===== config.mk =====
export PLATFORM = sky130hd
export DESIGN_NAME = synth_cal_and_freq_words
export DESIGN_NICKNAME = d
export VERILOG_FILES = /design/src/rtl/synth_pkg.sv /design/src/rtl/synth_cal_and_freq_words.sv /design/src/rtl/bit_sync.sv
export VERILOG_INCLUDE_DIRS = /design/src /design/src/rtl
export SDC_FILE = /design/constraint.sdc
export NUM_CORES = 1
export LEC_CHECK = 0
export BUFFER_PORTS_ARGS = -buffer_cell sky130_fd_sc_hd__buf_2
export CAP_MARGIN = 15
export CORE_MARGIN = 3
export CORE_UTILIZATION = 25
export CTS_CLUSTER_DIAMETER = 60
export DETAILED_ROUTE_END_ITERATION = 7
export PLACE_DENSITY = 0.51
export SYNTH_ARGS = -nofsm -noshare
export SYNTH_HDL_FRONTEND = slang
export SYNTH_SLANG_ARGS = --single-unit

===== constraint.sdc =====
create_clock -name ref_clk -period 2.1 [get_ports ref_clk]
set_clock_uncertainty 0.1 [all_clocks]
set_input_delay 0.105 -clock ref_clk [delete_from_list [all_inputs] [get_ports ref_clk]]
set_output_delay 0.105 -clock ref_clk [all_outputs]
set_load 0.03 [all_outputs]

===== src/rtl/synth_params.svh =====
// Field positions, divider codes and reset values of the program words.
`ifndef SYNTH_PARAMS_SVH
`define SYNTH_PARAMS_SVH

`define WORD_W          26
`define BITCNT_W        5
`define BITCNT_FULL     5'h1A
`define BITCNT_MAX      5'h1F

`define SEL_MSB         1
`define SEL_LSB         0

`define CAL_CTRL_MSB    19
`define CAL_CTRL_LSB    2
`define CAL_EN_BIT      20

`define RDIV_MSB        3
`define RDIV_LSB        2
`define M_MSB           15
`define M_LSB           10
`define A_MSB           9
`define A_LSB           6
`define A_TOP           3
`define MOD_RUN_BIT     17
`define FRAC_SEL_BIT    18
`define MEXT_LO_MSB     23
`define MEXT_LO_LSB     20
`define MEXT_HI_MSB     12
`define MEXT_HI_LSB     2
`define PRESCALE_BIT    23

`define RDIV_CODE_DIV8  2'h0
`define RDIV_CODE_DIV4  2'h1
`define RDIV_CODE_DIV2  2'h2
`define RDIV_CODE_DIV1  2'h3
`define RATIO_8         4'h8
`define RATIO_4         4'h4
`define RATIO_2         4'h2
`define RATIO_1         4'h1

`define RST_CAL_CTRL    18'h00000
`define RST_CAL_EN      1'h0
`define RST_RDIV        2'h0
`define RST_M           6'h00
`define RST_A           4'h0
`define RST_MOD_RUN     1'h0
`define RST_FRAC_SEL    1'h0
`define RST_MEXT_LO     4'h0
`define RST_MEXT_HI     11'h000
`define RST_PRESCALE    1'h0

`endif


===== src/rtl/synth_pkg.sv =====
// Types shared by the program word decoder.
package synth_pkg;

  typedef enum logic [1:0] {
    WSEL_MODE  = 2'b00,
    WSEL_CAL   = 2'b01,
    WSEL_FREQ1 = 2'b10,
    WSEL_FREQ2 = 2'b11
  } word_sel_t;

  typedef enum logic [1:0] {
    ST_IDLE   = 2'b00,
    ST_SHIFT  = 2'b01,
    ST_COMMIT = 2'b10
  } load_state_t;

  typedef struct packed {
    logic [17:0] ctrl;
    logic        enable;
  } cal_cfg_t;

  typedef struct packed {
    logic [1:0]  rdiv_code;
    logic [3:0]  ref_ratio;
    logic [5:0]  m_count;
    logic [3:0]  a_count;
    logic        mod_run;
    logic        frac_mode;
    logic [14:0] modulus_extension;
    logic        prescale_16;
  } freq_cfg_t;

endpackage


===== src/rtl/synth_cal_and_freq_words.sv =====
// Serial program port and decoder of the calibration and frequency words.
// Summary of operation
// - Selector 01 routes the word to the calibration control register.
// - Calibration word: bits 19:2 control field, bit 20 enable, 25:21 reserved.
// - Selector 10 routes the word to the first frequency control register.
// - Bits 3:2 choose reference divide: 00 eight, 01 four, 10 two, 11 one.
// - Bits 15:10 load coarse counter; bits 9:6 load extra-cycle counter.
// - In divide-by-16/17 mode all four extra-cycle bits are used.
// - In divide-by-8/9 mode only three extra-cycle bits; bit 9 ignored.
// - Bit 17 zero holds modulator in reset; one lets it run.
// - Bit 18 zero selects integer mode; one selects fractional mode.
// - Frequency word bits 23:20 give modulus extension bits 3:0.
// - Selector 11 word bits 12:2 give modulus extension bits 14:4.
// - Mode word bit 23 selects 8/9 when zero, 16/17 when one.
`timescale 1ns/10ps
`include "synth_params.svh"
module synth_cal_and_freq_words
  import synth_pkg::*;
(
  input  wire logic  ref_clk,
  input  wire logic  rstn,
  input  wire logic  ser_clk,
  input  wire logic  ser_data,
  input  wire logic  ser_load,
  output cal_cfg_t   cal_cfg,
  output freq_cfg_t  freq_cfg,
  output logic [9:0] feedback_count,
  output logic       word_loaded,
  output logic       word_dropped
);

  logic                  clk_s;
  logic                  data_s;
  logic                  load_s;
  logic                  clk_d_reg;
  logic                  load_d_reg;
  logic                  clk_rise;
  logic                  load_rise;
  logic [`WORD_W-1:0]    shift_reg;
  logic [`BITCNT_W-1:0]  bitcnt_reg;
  logic [`WORD_W-1:0]    word_reg;
  load_state_t           state_reg;
  load_state_t           state_next;
  word_sel_t             sel;
  logic                  commit;

  logic [17:0]           cal_ctrl_reg;
  logic                  cal_en_reg;
  logic [1:0]            rdiv_reg;
  logic [5:0]            m_reg;
  logic [3:0]            a_reg;
  logic                  mod_run_reg;
  logic                  frac_sel_reg;
  logic [3:0]            mext_lo_reg;
  logic [10:0]           mext_hi_reg;
  logic                  prescale_reg;
  logic [3:0]            ratio_next;
  logic [3:0]            ratio_reg;
  logic                  prescale_next;
  logic [3:0]            a_used_next;
  logic [3:0]            a_used_reg;

  // The serial pins come from the host's domain, so each is synchronised.
  bit_sync #(.RESET_VAL(1'b0)) u_sync_clk (
    .ref_clk (ref_clk),
    .rstn    (rstn),
    .din     (ser_clk),
    .dout    (clk_s)
  );

  bit_sync #(.RESET_VAL(1'b0)) u_sync_data (
    .ref_clk (ref_clk),
    .rstn    (rstn),
    .din     (ser_data),
    .dout    (data_s)
  );

  bit_sync #(.RESET_VAL(1'b1)) u_sync_load (
    .ref_clk (ref_clk),
    .rstn    (rstn),
    .din     (ser_load),
    .dout    (load_s)
  );

  // Edges are taken from the second stage only.
  always_ff @(posedge ref_clk or negedge rstn) begin
    if (!rstn) begin
      clk_d_reg  <= 1'b0;
      load_d_reg <= 1'b1;
    end else begin
      clk_d_reg  <= clk_s;
      load_d_reg <= load_s;
    end
  end

  assign clk_rise  = clk_s & ~clk_d_reg;
  assign load_rise = load_s & ~load_d_reg;

  // Shifting happens only while the load line is low, MSB first.
  always_ff @(posedge ref_clk or negedge rstn) begin
    if (!rstn) begin
      shift_reg <= '0;
    end else if (clk_rise && !load_s) begin
      shift_reg <= {shift_reg[`WORD_W-2:0], data_s};
    end
  end

  // The bit counter saturates so that an overlong frame is not mistaken
  // for a full one after wrapping.
  always_ff @(posedge ref_clk or negedge rstn) begin
    if (!rstn) begin
      bitcnt_reg <= '0;
    end else if (load_rise) begin
      bitcnt_reg <= '0;
    end else if (clk_rise && !load_s && bitcnt_reg != `BITCNT_MAX) begin
      bitcnt_reg <= bitcnt_reg + 1'b1;
    end
  end

  always_comb begin
    state_next = state_reg;
    case (state_reg)
      ST_IDLE: begin
        if (!load_s) begin
          state_next = ST_SHIFT;
        end
      end
      ST_SHIFT: begin
        if (load_rise) begin
          state_next = (bitcnt_reg == `BITCNT_FULL) ? ST_COMMIT : ST_IDLE;
        end
      end
      ST_COMMIT: begin
        state_next = ST_IDLE;
      end
      default: begin
        state_next = ST_IDLE;
      end
    endcase
  end

  always_ff @(posedge ref_clk or negedge rstn) begin
    if (!rstn) begin
      state_reg <= ST_IDLE;
    end else begin
      state_reg <= state_next;
    end
  end

  // The completed word is frozen here so later shifting cannot disturb it.
  always_ff @(posedge ref_clk or negedge rstn) begin
    if (!rstn) begin
      word_reg <= '0;
    end else if (state_reg == ST_SHIFT && load_rise &&
                 bitcnt_reg == `BITCNT_FULL) begin
      word_reg <= shift_reg;
    end
  end

  // The commit state lasts one cycle, so each target is written once.
  assign commit = (state_reg == ST_COMMIT);
  assign sel    = word_sel_t'(word_reg[`SEL_MSB:`SEL_LSB]);

  // Status pulses for the surrounding logic; a refused frame touches no
  // register and shows only as a drop pulse.
  always_ff @(posedge ref_clk or negedge rstn) begin
    if (!rstn) begin
      word_loaded  <= 1'b0;
      word_dropped <= 1'b0;
    end else begin
      word_loaded  <= commit;
      word_dropped <= (state_reg == ST_SHIFT) && load_rise &&
                      (bitcnt_reg != `BITCNT_FULL);
    end
  end

  always_ff @(posedge ref_clk or negedge rstn) begin
    if (!rstn) begin
      cal_ctrl_reg <= `RST_CAL_CTRL;
      cal_en_reg   <= `RST_CAL_EN;
    end else if (commit && sel == WSEL_CAL) begin
      cal_ctrl_reg <= word_reg[`CAL_CTRL_MSB:`CAL_CTRL_LSB];
      cal_en_reg   <= word_reg[`CAL_EN_BIT];
    end
  end

  always_ff @(posedge ref_clk or negedge rstn) begin
    if (!rstn) begin
      rdiv_reg     <= `RST_RDIV;
      m_reg        <= `RST_M;
      a_reg        <= `RST_A;
      mod_run_reg  <= `RST_MOD_RUN;
      frac_sel_reg <= `RST_FRAC_SEL;
      mext_lo_reg  <= `RST_MEXT_LO;
    end else if (commit && sel == WSEL_FREQ1) begin
      rdiv_reg     <= word_reg[`RDIV_MSB:`RDIV_LSB];
      m_reg        <= word_reg[`M_MSB:`M_LSB];
      a_reg        <= word_reg[`A_MSB:`A_LSB];
      mod_run_reg  <= word_reg[`MOD_RUN_BIT];
      frac_sel_reg <= word_reg[`FRAC_SEL_BIT];
      mext_lo_reg  <= word_reg[`MEXT_LO_MSB:`MEXT_LO_LSB];
    end
  end

  always_ff @(posedge ref_clk or negedge rstn) begin
    if (!rstn) begin
      mext_hi_reg <= `RST_MEXT_HI;
    end else if (commit && sel == WSEL_FREQ2) begin
      mext_hi_reg <= word_reg[`MEXT_HI_MSB:`MEXT_HI_LSB];
    end
  end

  always_ff @(posedge ref_clk or negedge rstn) begin
    if (!rstn) begin
      prescale_reg <= `RST_PRESCALE;
    end else if (commit && sel == WSEL_MODE) begin
      prescale_reg <= word_reg[`PRESCALE_BIT];
    end
  end

  // reference ratio map
  // The ratio is decoded from the frozen word and registered beside the
  // code, so the whole frequency word lands on one edge.
  always_comb begin
    if (word_reg[`RDIV_MSB:`RDIV_LSB] == `RDIV_CODE_DIV8) begin
      ratio_next = `RATIO_8;
    end else if (word_reg[`RDIV_MSB:`RDIV_LSB] == `RDIV_CODE_DIV4) begin
      ratio_next = `RATIO_4;
    end else if (word_reg[`RDIV_MSB:`RDIV_LSB] == `RDIV_CODE_DIV2) begin
      ratio_next = `RATIO_2;
    end else begin
      ratio_next = `RATIO_1;
    end
  end

  always_ff @(posedge ref_clk or negedge rstn) begin
    if (!rstn) begin
      ratio_reg <= `RATIO_8;
    end else if (commit && sel == WSEL_FREQ1) begin
      ratio_reg <= ratio_next;
    end
  end

  // top bit dropped in 8/9
  // The raw count stays in a_reg, so a later switch to 16/17 brings the
  // top bit back without the frequency word being sent again.
  always_comb begin
    prescale_next = prescale_reg;
    a_used_next   = a_reg;
    if (commit && sel == WSEL_MODE) begin
      prescale_next = word_reg[`PRESCALE_BIT];
    end
    if (commit && sel == WSEL_FREQ1) begin
      a_used_next = word_reg[`A_MSB:`A_LSB];
    end
    if (!prescale_next) begin
      a_used_next[`A_TOP] = 1'b0;
    end
  end

  always_ff @(posedge ref_clk or negedge rstn) begin
    if (!rstn) begin
      a_used_reg <= `RST_A;
    end else begin
      a_used_reg <= a_used_next;
    end
  end

  // Outputs are assembled from registers; the extension halves may be
  // written in either order and only match once both words have landed.
  always_comb begin
    cal_cfg.ctrl   = cal_ctrl_reg;
    cal_cfg.enable = cal_en_reg;
    freq_cfg.rdiv_code   = rdiv_reg;
    freq_cfg.ref_ratio   = ratio_reg;
    freq_cfg.m_count     = m_reg;
    freq_cfg.a_count     = a_used_reg;
    freq_cfg.mod_run     = mod_run_reg;
    freq_cfg.frac_mode   = frac_sel_reg;
    freq_cfg.modulus_extension = {mext_hi_reg, mext_lo_reg};
    freq_cfg.prescale_16 = prescale_reg;
    feedback_count = {m_reg, a_used_reg};
  end

endmodule


===== src/rtl/bit_sync.sv =====
// Two-flop synchroniser for one pin input.
`timescale 1ns/10ps
module bit_sync #(
  parameter logic RESET_VAL = 1'b0
) (
  input  wire logic ref_clk,
  input  wire logic rstn,
  input  wire logic din,
  output logic      dout
);

  logic meta_reg;

  always_ff @(posedge ref_clk or negedge rstn) begin
    if (!rstn) begin
      meta_reg <= RESET_VAL;
      dout     <= RESET_VAL;
    end else begin
      meta_reg <= din;
      dout     <= meta_reg;
    end
  end

endmodule


# Word-level counts from Yosys, hierarchy flattened
# Index checks and enable logic that the tools add are counted.
[word_totals]
register_bits = 122
latchBits = 0
ramBits = 0
romBits = 0
input_bits = 5
output_inout_bits = 65
elab_cells = 70
memories = 0
[op_classes]
add_sub_neg = 1
mul = 0
div = 0
order_cmp = 0
eq_ne = 12
shifts = 0
mux = 12
n_bitwise = 4
n_reduce_logical = 15
[op_table]
columns = ["op", "n"]
rows = [
  ["$mux W4", 3],
  ["$mux W5", 2],
  ["$ne A5 B5 Y1 const B", 2],
  ["$logic_and A1 B1 Y1", 9],
  ["$eq A2 B2 Y1 const B", 4],
  ["$mux W2", 4],
  ["$eq A2 B1 Y1 const B", 3],
  ["$logic_not A2 Y1", 3],
  ["$add A5 B1 Y5 const B", 1],
  ["$eq A5 B5 Y1 const B", 1],
  ["$ne A2 B2 Y1 const B", 2],
  ["$pmux W2 S2", 1],
  ["$and A1 B1 Y1", 2],
  ["$mux W1", 2],
  ["$not A1 Y1", 2],
  ["$reduce_and A2 Y1", 1],
  ["$reduce_bool A2 Y1", 1],
  ["$logic_not A1 Y1", 1],
]

# Longest topological paths before layout
# Gate-level depths: netlist (run 1).
[logic_depth]
ltp_word = 6
mapped_depth = 6
depth_no_buf = 6

# Hierarchy
# A second synthesis (run 1) with hierarchy kept.
[hier_totals]
hier_cells = 288
hier_area_um2 = 4614.4
[modules_own_cells]
columns = ["mod", "n_inst", "cells_per_inst", "area_each_um2", "seq_area_each_um2"]
rows = [
  ["synth_cal_and_freq_words", 1, 282, 4461.8, 2830.2],
  ["bit_sync at u_sync_clk ...", 2, 2, 50.0, 50.0],
  ["bit_sync at u_sync_load", 1, 2, 52.6, 52.6],
]

# Worst setup path after synthesis (run 1)
# No wires, ideal clock.
[synth_path]
kind = "register to register"
startpoint = "register bitcnt_reg[0]"
endpoint = "register bitcnt_reg[3]"
setup_ns = 0.125
t_arrival_ns = 1.905
setup_slack_ns = -0.029
stages_incl_launch_ff = 7
n_path_buf = 0
period_less_slack_ns = 2.129
cell_sequence = "dfrtp_1 ha_1 and3_1 ha_1 nor4b_2 nand4_1 mux2_2"
[synth_via]
elab_chain_cells = 3
elab_cells_between_ends = 6
cone_classes = "1 x add/sub; 1 x eq/ne; 2 x mux; 2 x reduce/logical"
[synth_rtl]
columns = ["item", "line", "source"]
rows = [
  ["start, declared", "synth_cal_and_freq_words.sv:40", "logic [`BITCNT_W-1:0] bitcnt_reg;"],
  ["start signal, assigned", "synth_cal_and_freq_words.sv:116", "bitcnt_reg <= bitcnt_reg + 1'b1;"],
  ["$add A5 B1 Y5 / $ne A5 B5 Y1 (equally long branches)", "n/a", ""],
  ["$mux W5 / $logic_and A1 B1 Y1 (equally long branches)", "n/a", ""],
  ["$mux W5 / $reduce_bool A2 Y1 (equally long branches)", "n/a", ""],
]
# Parallel ways exist; a longest one is shown, timed or not. The select of a mux whose other input is x is not followed.
# A chain may end at the register's enable or synchronous reset.

# Worst setup path in the final report (run 1)
[layout_path]
startpoint = "register bitcnt_reg[1]"
endpoint = "register bitcnt_reg[1]"
# Same word-level chain as after synthesis.

==> impl_metrics.ini, run 1 <==
[finish]
design_area_um2 = 5842
final_util_pct = 33.09
drive_above_1_share_pct = 58.42
fill_cells = 1773
nets = 375
regArea_um2 = 2983
antenna_cells = 0
area.growth.synth_to_final_pct = 26.91
multi_input_area_um2 = 1434

[clocking]
clockBufferDepth = 2
cts.sinks = 119
cts_buffers = 17
cts_root_buf = clkbuf_16
clk_pin_slew_ps = 50
tritoncts = done
clock_latency_ps = 410
htreeDepth = 4

[placed_design]
io_buffer_count = 69
gp_congestion = 0.6888
hpwlAfterDp_um = 5713
place_area_um2 = 5197

[power]
ir_drop_uv = 531.5
powerDensity_nw_per_um2 = 936.7
power.total_mw = 5.472
power.leakage_nw = 3.015

[route]
drcViolationCount = 0
vias = 2531
finalWirelength_um = 8642
drt-initial-drc-count = 95
routed_via_density = 4.183
drtAntennaViolNets = 0
wire_per_inst_um = 14.28
drt_pass1_iterations = 4

[worst_setup_path]
critical_path_class = flip-flop to flip-flop
r2r-end = bitcnt_reg[1]
slowest_stage = dfrtp_1
critPathCaptureType = flip-flop
path_cells = ha_2 > and3_1 > ha_1 > nor4b_4 > buf_4 > mux2i_1 > nor2_1
max_stage_delay_ps = 410
cp.arrival_ps = 2190
r2r_slack_ps = 90
path_max_fanout = 4
ff2ff_path_depth = 7
reg2reg_from = bitcnt_reg[1]
start_kind = flip-flop
crit_required_ps = 2280

[floorplan]
io_pins = 70
dieWidth_um = 141.7
dieHeight_um = 141.7
die-area_um2 = 20080
row_count = 48
start_util_pct = 26.07
core_um2 = 17660

[yosys]
syn_inst = 288
yosysWarnings = 0
synthArstFlopShare_pct = 100.0
synth_edf_count = 0
synth_area_leaders = dfrtp_1, mux2_2, buf_4, dfstp_2, ha_1
ys_seq_area_share_pct = 64.80
ys_types = 30
syn-cell-area_um2 = 4603
synthDominantCellAreaShare_pct = 62.52
synth_seq_cells = 119
avgSynthCellArea_um2 = 15.98
yosysTopAreaCell = dfrtp_1
yosys-top-cells-count = dfrtp_1, mux2_2, buf_4, buf_2, inv_1
syn_nets = 296
post-synth-top-count-cell = dfrtp_1
synth_ff_type = dfrtp_1

[hold_path]
hold_path.class = primary input to asynchronous set/reset pin

[sta]
worstMarginPinSlew_ps = 605.2
hold_slack_ps = 147.7
hold_viol = 0
max_freq_mhz = 498.1
relSlewSlack_pct = 59.65
fin_crit_ps = 2008
drv_slew = 0
finalSetupViolations = 0
period_share_pct = 95.60

[grt]
gr-total-overflow = 0
grt_util_all_layers_pct = 9.322
grt_pass1_wl_um = 14360
grt_max_degree = 49
grt_pass1_vias = 2663
antenna_found_initial = 0

[flow_run]
max_cap_violations = 0

[run_status]
status = finished, final reports clean
## cells in the final DEF (no fill, tap or decap), drive strengths merged
master and count:
and3b 1, and2 1, a41oi 1, and3 1
nor2b 2, dlygate4sd3 4, mux2i 2, o21ai 3
dfstp 4, dfrtp 115, clkbuf 24, a21oi 1
nor4bb 1, clkinvlp 2, clkinv 4, mux2 99
nand3 2, xnor2 1, a31o 1, nor4b 2
buf 83, bufinv 2, inv 7, nand4bb 1
ha 3, nand2 2, nand3b 2, a211oi 1
nor3b 1, nand4 1, nor2 5, nor4 1
## final cells by class
| cell class | instances | area share, % |
|---|---|---|
| clock buffer | 24 | 8.417 |
| multi-input combinational | 135 | 24.54 |
| tap | 225 | 4.819 |
| clock inverter | 8 | 1.628 |
| sequential | 119 | 51.06 |
| timing repair buffer | 87 | 9.081 |
| inverter | 7 | 0.4498 |
## stage by stage
stage	setup WS, ps	TNS (ps)	std cells
5_1_grt	-17.65	-17.65	605
3_3_place_gp	137.3	0	567
3_5_place_dp	84.26	0	567
2_1_floorplan	103.0	0	288
6_report	92.44	0	605
4_1_cts	71.45	0	603
## critical path: cells and delay by family (launching register included)
| kind | cells | cell delay (ps) |
|---|---|---|
| buffers and inverters | 1 | 200 |
| and+or+nand+nor | 3 | 600 |
| adders and majority gates | 2 | 410 |
| muxes | 1 | 180 |
| DFF | 1 | 410 |
## how the worst max path moves through the flow
stage	to	startpoint	slack [ps]
floorplan	bitcnt_reg[3]	bitcnt_reg[0]	100
global placement	bitcnt_reg[1]	bitcnt_reg[0]	140
detailed placement	bitcnt_reg[1]	bitcnt_reg[0]	80
CTS	bitcnt_reg[1]	bitcnt_reg[0]	70
global route	bitcnt_reg[1]	bitcnt_reg[1]	-20
finish	bitcnt_reg[1]	bitcnt_reg[1]	90
## repair_timing
item | in CTS | in global routing
hold endpoints to repair | 45 | 0
hold buffers | 4 | 0
gates resized for setup | 0 | 1
setup buffers | 0 | 2
setup endpoints to repair | 0 | 1
## per-layer routing
metal  vias up  track usage (%)  wire length [um]
met4         0            3.636               119
met3        12            3.876               468
met1      1311            11.82              3997
met5         -                0                 0
met2        56            14.18              4057
li1       1152                -                 -
## where the power goes
| group | switching [mW] | total, mW | leakage [nW] | internal (mW) |
|---|---|---|---|---|
| clock | 0.967 | 2.83 | 0.286 | 1.86 |
| combinational | 0.0895 | 0.187 | 1.11 | 0.0972 |
| sequential | 0.0674 | 2.46 | 1.62 | 2.39 |
| total | 1.12 | 5.47 | 3.02 | 4.35 |
## kinds of logic (layout without fill, tap and decap cells)
family	Yosys count	in the layout	synth area share, %
xor+xnor	1	1	0.1903
mux	101	101	24.65
fa+ha+maj	3	3	0.8155
flops	119	119	64.80
simple gates	23	23	3.806
buf+inv	34	126	4.757
compound gates	7	7	0.9785
Power figures use the tool's default switching activity.
==> run 2: changes to the inputs <==
--- a/config.mk
+++ b/config.mk
@@ -13,6 +13,7 @@
 export CTS_CLUSTER_DIAMETER = 60
 export DETAILED_ROUTE_END_ITERATION = 7
 export PLACE_DENSITY = 0.51
+export RECOVER_POWER = 25
 export SYNTH_ARGS = -nofsm -noshare
 export SYNTH_HDL_FRONTEND = slang
 export SYNTH_SLANG_ARGS = --single-unit
==> run 2 against run 1 <==
  * Flip-flop and latch count unchanged
  * Die area unchanged
  * Hold slack improved by 88 ps
  * Fmax unchanged
  * Final area about the same
  * Register-to-register slack about the same
  * Sequential share of layout area about the same
  * First-iteration DRC count unchanged
  * Worst setup slack unchanged
  * Global-route usage unchanged
  * Non-clock buffer count unchanged
  * Critical endpoint unchanged
==> impl_metrics.ini, run 2 (synthesis gave the netlist of run 1 again) <==
[clocking]
cts.sinks = 119
clockBufferDepth = 2
clk_pin_slew_ps = 50
cts_buffers = 17
htreeDepth = 4
clock_latency_ps = 410
cts_root_buf = clkbuf_16
tritoncts = done

[finish]
design_area_um2 = 5837
fill_cells = 1773
layout_common_cells = dfrtp_1, mux2_2, buf_2
area.growth.synth_to_final_pct = 26.80
antenna_cells = 0
stdcell_count = 605
nets = 375
drive_above_1_share_pct = 58.42
final_common_cell = dfrtp_1

[power]
p_sw_share_pct = 20.55
powerDensity_nw_per_um2 = 937.4
ir_drop_uv = 531.5
power.net_switching_mw = 1.124
power.internal_mw = 4.347
combPwrFrac_pct = 3.4
power.total_mw = 5.471
power.leakage_nw = 3.014
clkPwrFrac_pct = 51.7
seq_power_share_pct = 44.9

[sta]
fin_ws_ps = 92.44
relSlewSlack_pct = 21.79
finalSetupViolations = 0
drv_slew = 0
fin_crit_ps = 2008
worstMarginPinSlew_ps = 1173
hold_viol = 0
max_freq_mhz = 498.1
period_share_pct = 95.60

[worst_setup_path]
path_max_fanout = 4
critical_path_class = flip-flop to flip-flop
cp.arrival_ps = 2190
crit_required_ps = 2280
critPathCaptureType = flip-flop
start_kind = flip-flop

[grt]
grt_pass1_vias = 2663
grt_util_all_layers_pct = 9.322
gr-total-overflow = 0
grt_pass1_wl_um = 14360
antenna_found_initial = 0
grt_max_degree = 49

[floorplan]
core_um2 = 17660
start_util_pct = 26.07
dieWidth_um = 141.7
die-area_um2 = 20080
io_pins = 70
dieHeight_um = 141.7
row_count = 48

[route]
vias = 2530
drtAntennaViolNets = 0
drt_pass1_iterations = 4
finalWirelength_um = 8643
drcViolationCount = 0
wire_per_inst_um = 14.29
routed_via_density = 4.182
drt-initial-drc-count = 95

[placed_design]
io_buffer_count = 69
post-place-ws_ps = 84.26
dp.cells = 567
gp_congestion = 0.6888
hpwlAfterDp_um = 5713
place_area_um2 = 5197

[hold_path]
hold_path.class = primary input to flip-flop

[run_status]
status = finished, final reports clean

[flow_run]
max_cap_violations = 0
[run 2: cell types whose count changed in the layout (fill, tap and decap cells not counted), sizes merged]
cell | previous run | this run
buf | 83 | 81
clkbuf | 24 | 26
[run 2: cell type report]
class | count | area (um^2) | area share (%)
Tap cell | 225 | 281.5 | 4.823
Sequential cell | 119 | 2983 | 51.10
Inverter | 7 | 26.28 | 0.4502
Clock buffer | 24 | 491.7 | 8.424
Clock inverter | 8 | 95.09 | 1.629
Timing Repair Buffer | 87 | 525.5 | 9.003
Multi-Input combinational cell | 135 | 1434 | 24.57
[run 2: critical path, stage by stage (launching register included)]
cell and delay, ps:
dfrtp_1 410, ha_2 200, and3_1 190, ha_1 210, nor4b_4 360, buf_4 200
mux2i_1 180, nor2_1 50
[run 2: path summary, 6_finish.rpt]
check	to	slack [ps]	cells after the start	start
max	bitcnt_reg[1]	90	7	bitcnt_reg[1]
min	u_sync_clk.meta_reg	240	2	ser_clk
max reg2reg	bitcnt_reg[1]	90	7	bitcnt_reg[1]
min reg2reg	u_sync_data.dout	240	0	u_sync_data.meta_reg
max in group asynchronous	ratio_reg[3]	600	3	rstn
min in group asynchronous	cal_ctrl_reg[4]	370	2	rstn
[run 2: repair_timing]
| item | in CTS | in global routing |
|---|---|---|
| buffers inserted | 0 | 2 |
| hold buffers | 4 | 0 |
| gates resized for setup | 0 | 1 |
| setup endpoints to repair | 0 | 1 |
| hold endpoints to repair | 45 | 0 |
[run 2: metrics by stage]
stage	hold WS [ps]	setup TNS [ps]	utilization [%]
after global routing	232.0	-17.65	33.06
final	236.1	0	33.06
after floorplan	-290.6	0	-
after CTS	163.6	0	32.99
after detailed placement	62.55	0	29.44
after global placement	55.37	0	29.44
[run 2: power by group through the flow]
| stage | registers, mW | clock network [mW] | logic [mW] |
|---|---|---|---|
| after floorplan | 2.47 | 0 | 0.101 |
| after global placement | 2.49 | 0 | 0.173 |
| after detailed placement | 2.50 | 0 | 0.179 |
| after CTS | 2.46 | 2.93 | 0.185 |
| after global routing | 2.47 | 3.05 | 0.210 |
| final | 2.46 | 2.83 | 0.186 |
[run 2: routing by layer]
metal / GRT usage, % / routed length [um] / vias up
met5: 0 / 0 / -
met4: 3.636 / 119 / 0
met3: 3.876 / 468 / 12
met2: 14.18 / 4054 / 56
met1: 11.82 / 4001 / 1310
li1: - / - / 1152
==> run 3: changes to the inputs <==
--- a/config.mk
+++ b/config.mk
@@ -6,6 +6,7 @@
 export SDC_FILE = /design/constraint.sdc
 export NUM_CORES = 1
 export LEC_CHECK = 0
+export ABC_AREA = 1
 export BUFFER_PORTS_ARGS = -buffer_cell sky130_fd_sc_hd__buf_2
 export CAP_MARGIN = 15
 export CORE_MARGIN = 3
==> run 3 against run 2 <==
  * Fmax rose by 11%
  * Non-clock buffer count fell by 5
  * Clock-buffer cell count rose by 1
  * Global-route usage rose by 0.65 points
  * First-iteration DRC count rose by 100%
  * Synthesized area rose by 1.2%
  * Critical endpoint is now bitcnt_reg[4]
  * Worst setup slack improved by 200 ps
  * Register-to-register slack improved by 200 ps
  * Largest cell class unchanged
==> impl_metrics.ini, run 3 <==
[worst_setup_path]
path_cells = ha_1 > nand2_1 > nor2_1 > ha_1 > nor2_1 > inv_1 > nand3_1 > nand2_1
cp-startpoint = bitcnt_reg[1]
slowest_stage = dfrtp_1
max_stage_delay_ps = 430
path_max_fanout = 6
reg2reg_from = bitcnt_reg[1]
crit_family = simple AND/OR/NAND/NOR gates
ff2ff_path_depth = 8
path_buf_inv = 1
start_kind = flip-flop
cp.arrival_ps = 2010
crit_required_ps = 2300
r2r-end = bitcnt_reg[4]
critPathCaptureType = flip-flop
critical_path_class = flip-flop to flip-flop
r2r_slack_ps = 290

[grt]
grt_pass1_wl_um = 15820
grt_pass1_vias = 3080
grt_max_degree = 50
grt_util_all_layers_pct = 9.976
antenna_found_initial = 0
gr-total-overflow = 0

[placed_design]
place_area_um2 = 5142
post-place-ws_ps = 306.7
hpwlAfterDp_um = 6439
gp_congestion = 0.7201
dp.cells = 736
io_buffer_count = 69

[floorplan]
core_um2 = 18150
io_pins = 70
dieHeight_um = 142.5
die-area_um2 = 20310
row_count = 49
start_util_pct = 25.67
dieWidth_um = 142.5

[route]
wire_per_inst_um = 12.46
drt_pass1_iterations = 5
routed_via_density = 4.181
finalWirelength_um = 9622
drcViolationCount = 0
vias = 3228
drt-initial-drc-count = 192
drtAntennaViolNets = 0

[finish]
fill_cells = 1873
layout_common_cells = nand2_1, dfrtp_1, buf_2
antenna_cells = 0
multi_input_area_um2 = 1259
stdcell_count = 772
regArea_um2 = 2983
final_common_cell = nand2_1
design_area_um2 = 5751
nets = 538
area.growth.synth_to_final_pct = 23.45
final_util_pct = 31.69
drive_above_1_share_pct = 24.86

[clocking]
cts_resized = 0
htreeDepth = 4
cts.sinks = 119
cts_root_buf = clkbuf_16
clockBufferDepth = 2
clk_pin_slew_ps = 50
clock_latency_ps = 410
cts_buffers = 17
tritoncts = done

[sta]
relSlewSlack_pct = 34.25
finalSetupViolations = 0
worstMarginPinSlew_ps = 986.2
max_freq_mhz = 553.7
setup-tns-final_ps = 0
rsz0062_at_grt = false
fin_crit_ps = 1806
hold_viol = 0
drv_slew = 0
period_share_pct = 86.00
fin_ws_ps = 293.9
hold_slack_ps = 230.1

[yosys]
synthDominantCellAreaShare_pct = 61.78
synth_ff_type = dfrtp_1
synth_edf_count = 0
ys_seq_area_share_pct = 64.03
post-synth-top-count-cell = nand2_1
synthArstFlopShare_pct = 100.0
yosysWarnings = 0
avgSynthCellArea_um2 = 10.02
yosys-top-cells-count = nand2_1, dfrtp_1, o21ai_0, inv_1, buf_4
syn_nets = 473
synth_seq_cells = 119
syn-cell-area_um2 = 4658
syn_inst = 465
yosysTopAreaCell = dfrtp_1
synth_area_leaders = dfrtp_1, nand2_1, o21ai_0, o21ai_2, buf_4
ys_types = 23

[flow_run]
max_cap_violations = 0

[hold_path]
min_from = ser_clk
worstHoldEndpoint = u_sync_clk.meta_reg
hold_path.class = primary input to flip-flop
min_path_cells = 2

[power]
powerDensity_nw_per_um2 = 938.9
power.leakage_nw = 2.945
ir_drop_uv = 566.5
power.total_mw = 5.399

[run_status]
status = finished, final reports clean
==> run 3: how the worst max path moves through the flow <==
stage,cells after the start,to
6_report,8,bitcnt_reg[4]
5_1_grt,4,mext_hi_reg[0]
4_1_cts,8,bitcnt_reg[4]
3_5_place_dp,8,bitcnt_reg[4]
3_3_place_gp,8,bitcnt_reg[3]
2_1_floorplan,8,bitcnt_reg[3]
==> run 3: area by class of cell <==
class,count,share of cell area [%]
inverters,41,2.676
clock inverters,7,1.654
well taps,229,4.983
multi-input cells,269,21.89
flip-flops and latches,119,51.87
clock buffers,25,8.616
repair buffers,82,8.312
==> run 3: power by group <==
part	total, mW	leakage [nW]	internal (mW)	switching [mW]
clock	2.87	0.287	1.87	0.996
combinational	0.136	1.03	0.0419	0.0945
sequential	2.40	1.63	2.35	0.0434
==> run 3: cell families after synthesis <==
family,after synthesis,share of synthesized area (%)
buffers and inverters,77,8.783
AND/OR/NAND/NOR,187,16.30
AO/OA/AOI/OAI,79,10.07
flip-flops,119,64.03
adder cells (fa/ha/maj),3,0.8059
==> run 3: routing by layer <==
metal  part of all wire [%]  GRT usage [%]  up-vias
met2                     47          15.18       92
met5                      0              0        -
met1                     46          12.96     1550
met3                    5.6          3.999        8
li1                       -              -     1578
met4                    1.1          3.402        0
==> run 3: timing repair <==
action / in CTS / in global routing
hold endpoints to repair: 67 / 0
setup endpoints to repair: 0 / 0
hold buffers: 4 / 0
buffers inserted: 0 / 0
==> run 3: worst reg2reg max path, stage by stage, from the launching register on <==
cell	delay, ps
dfrtp_1	430
ha_1	220
nand2_1	100
nor2_1	50
ha_1	170
nor2_1	310
inv_1	160
nand3_1	100
nand2_1	60
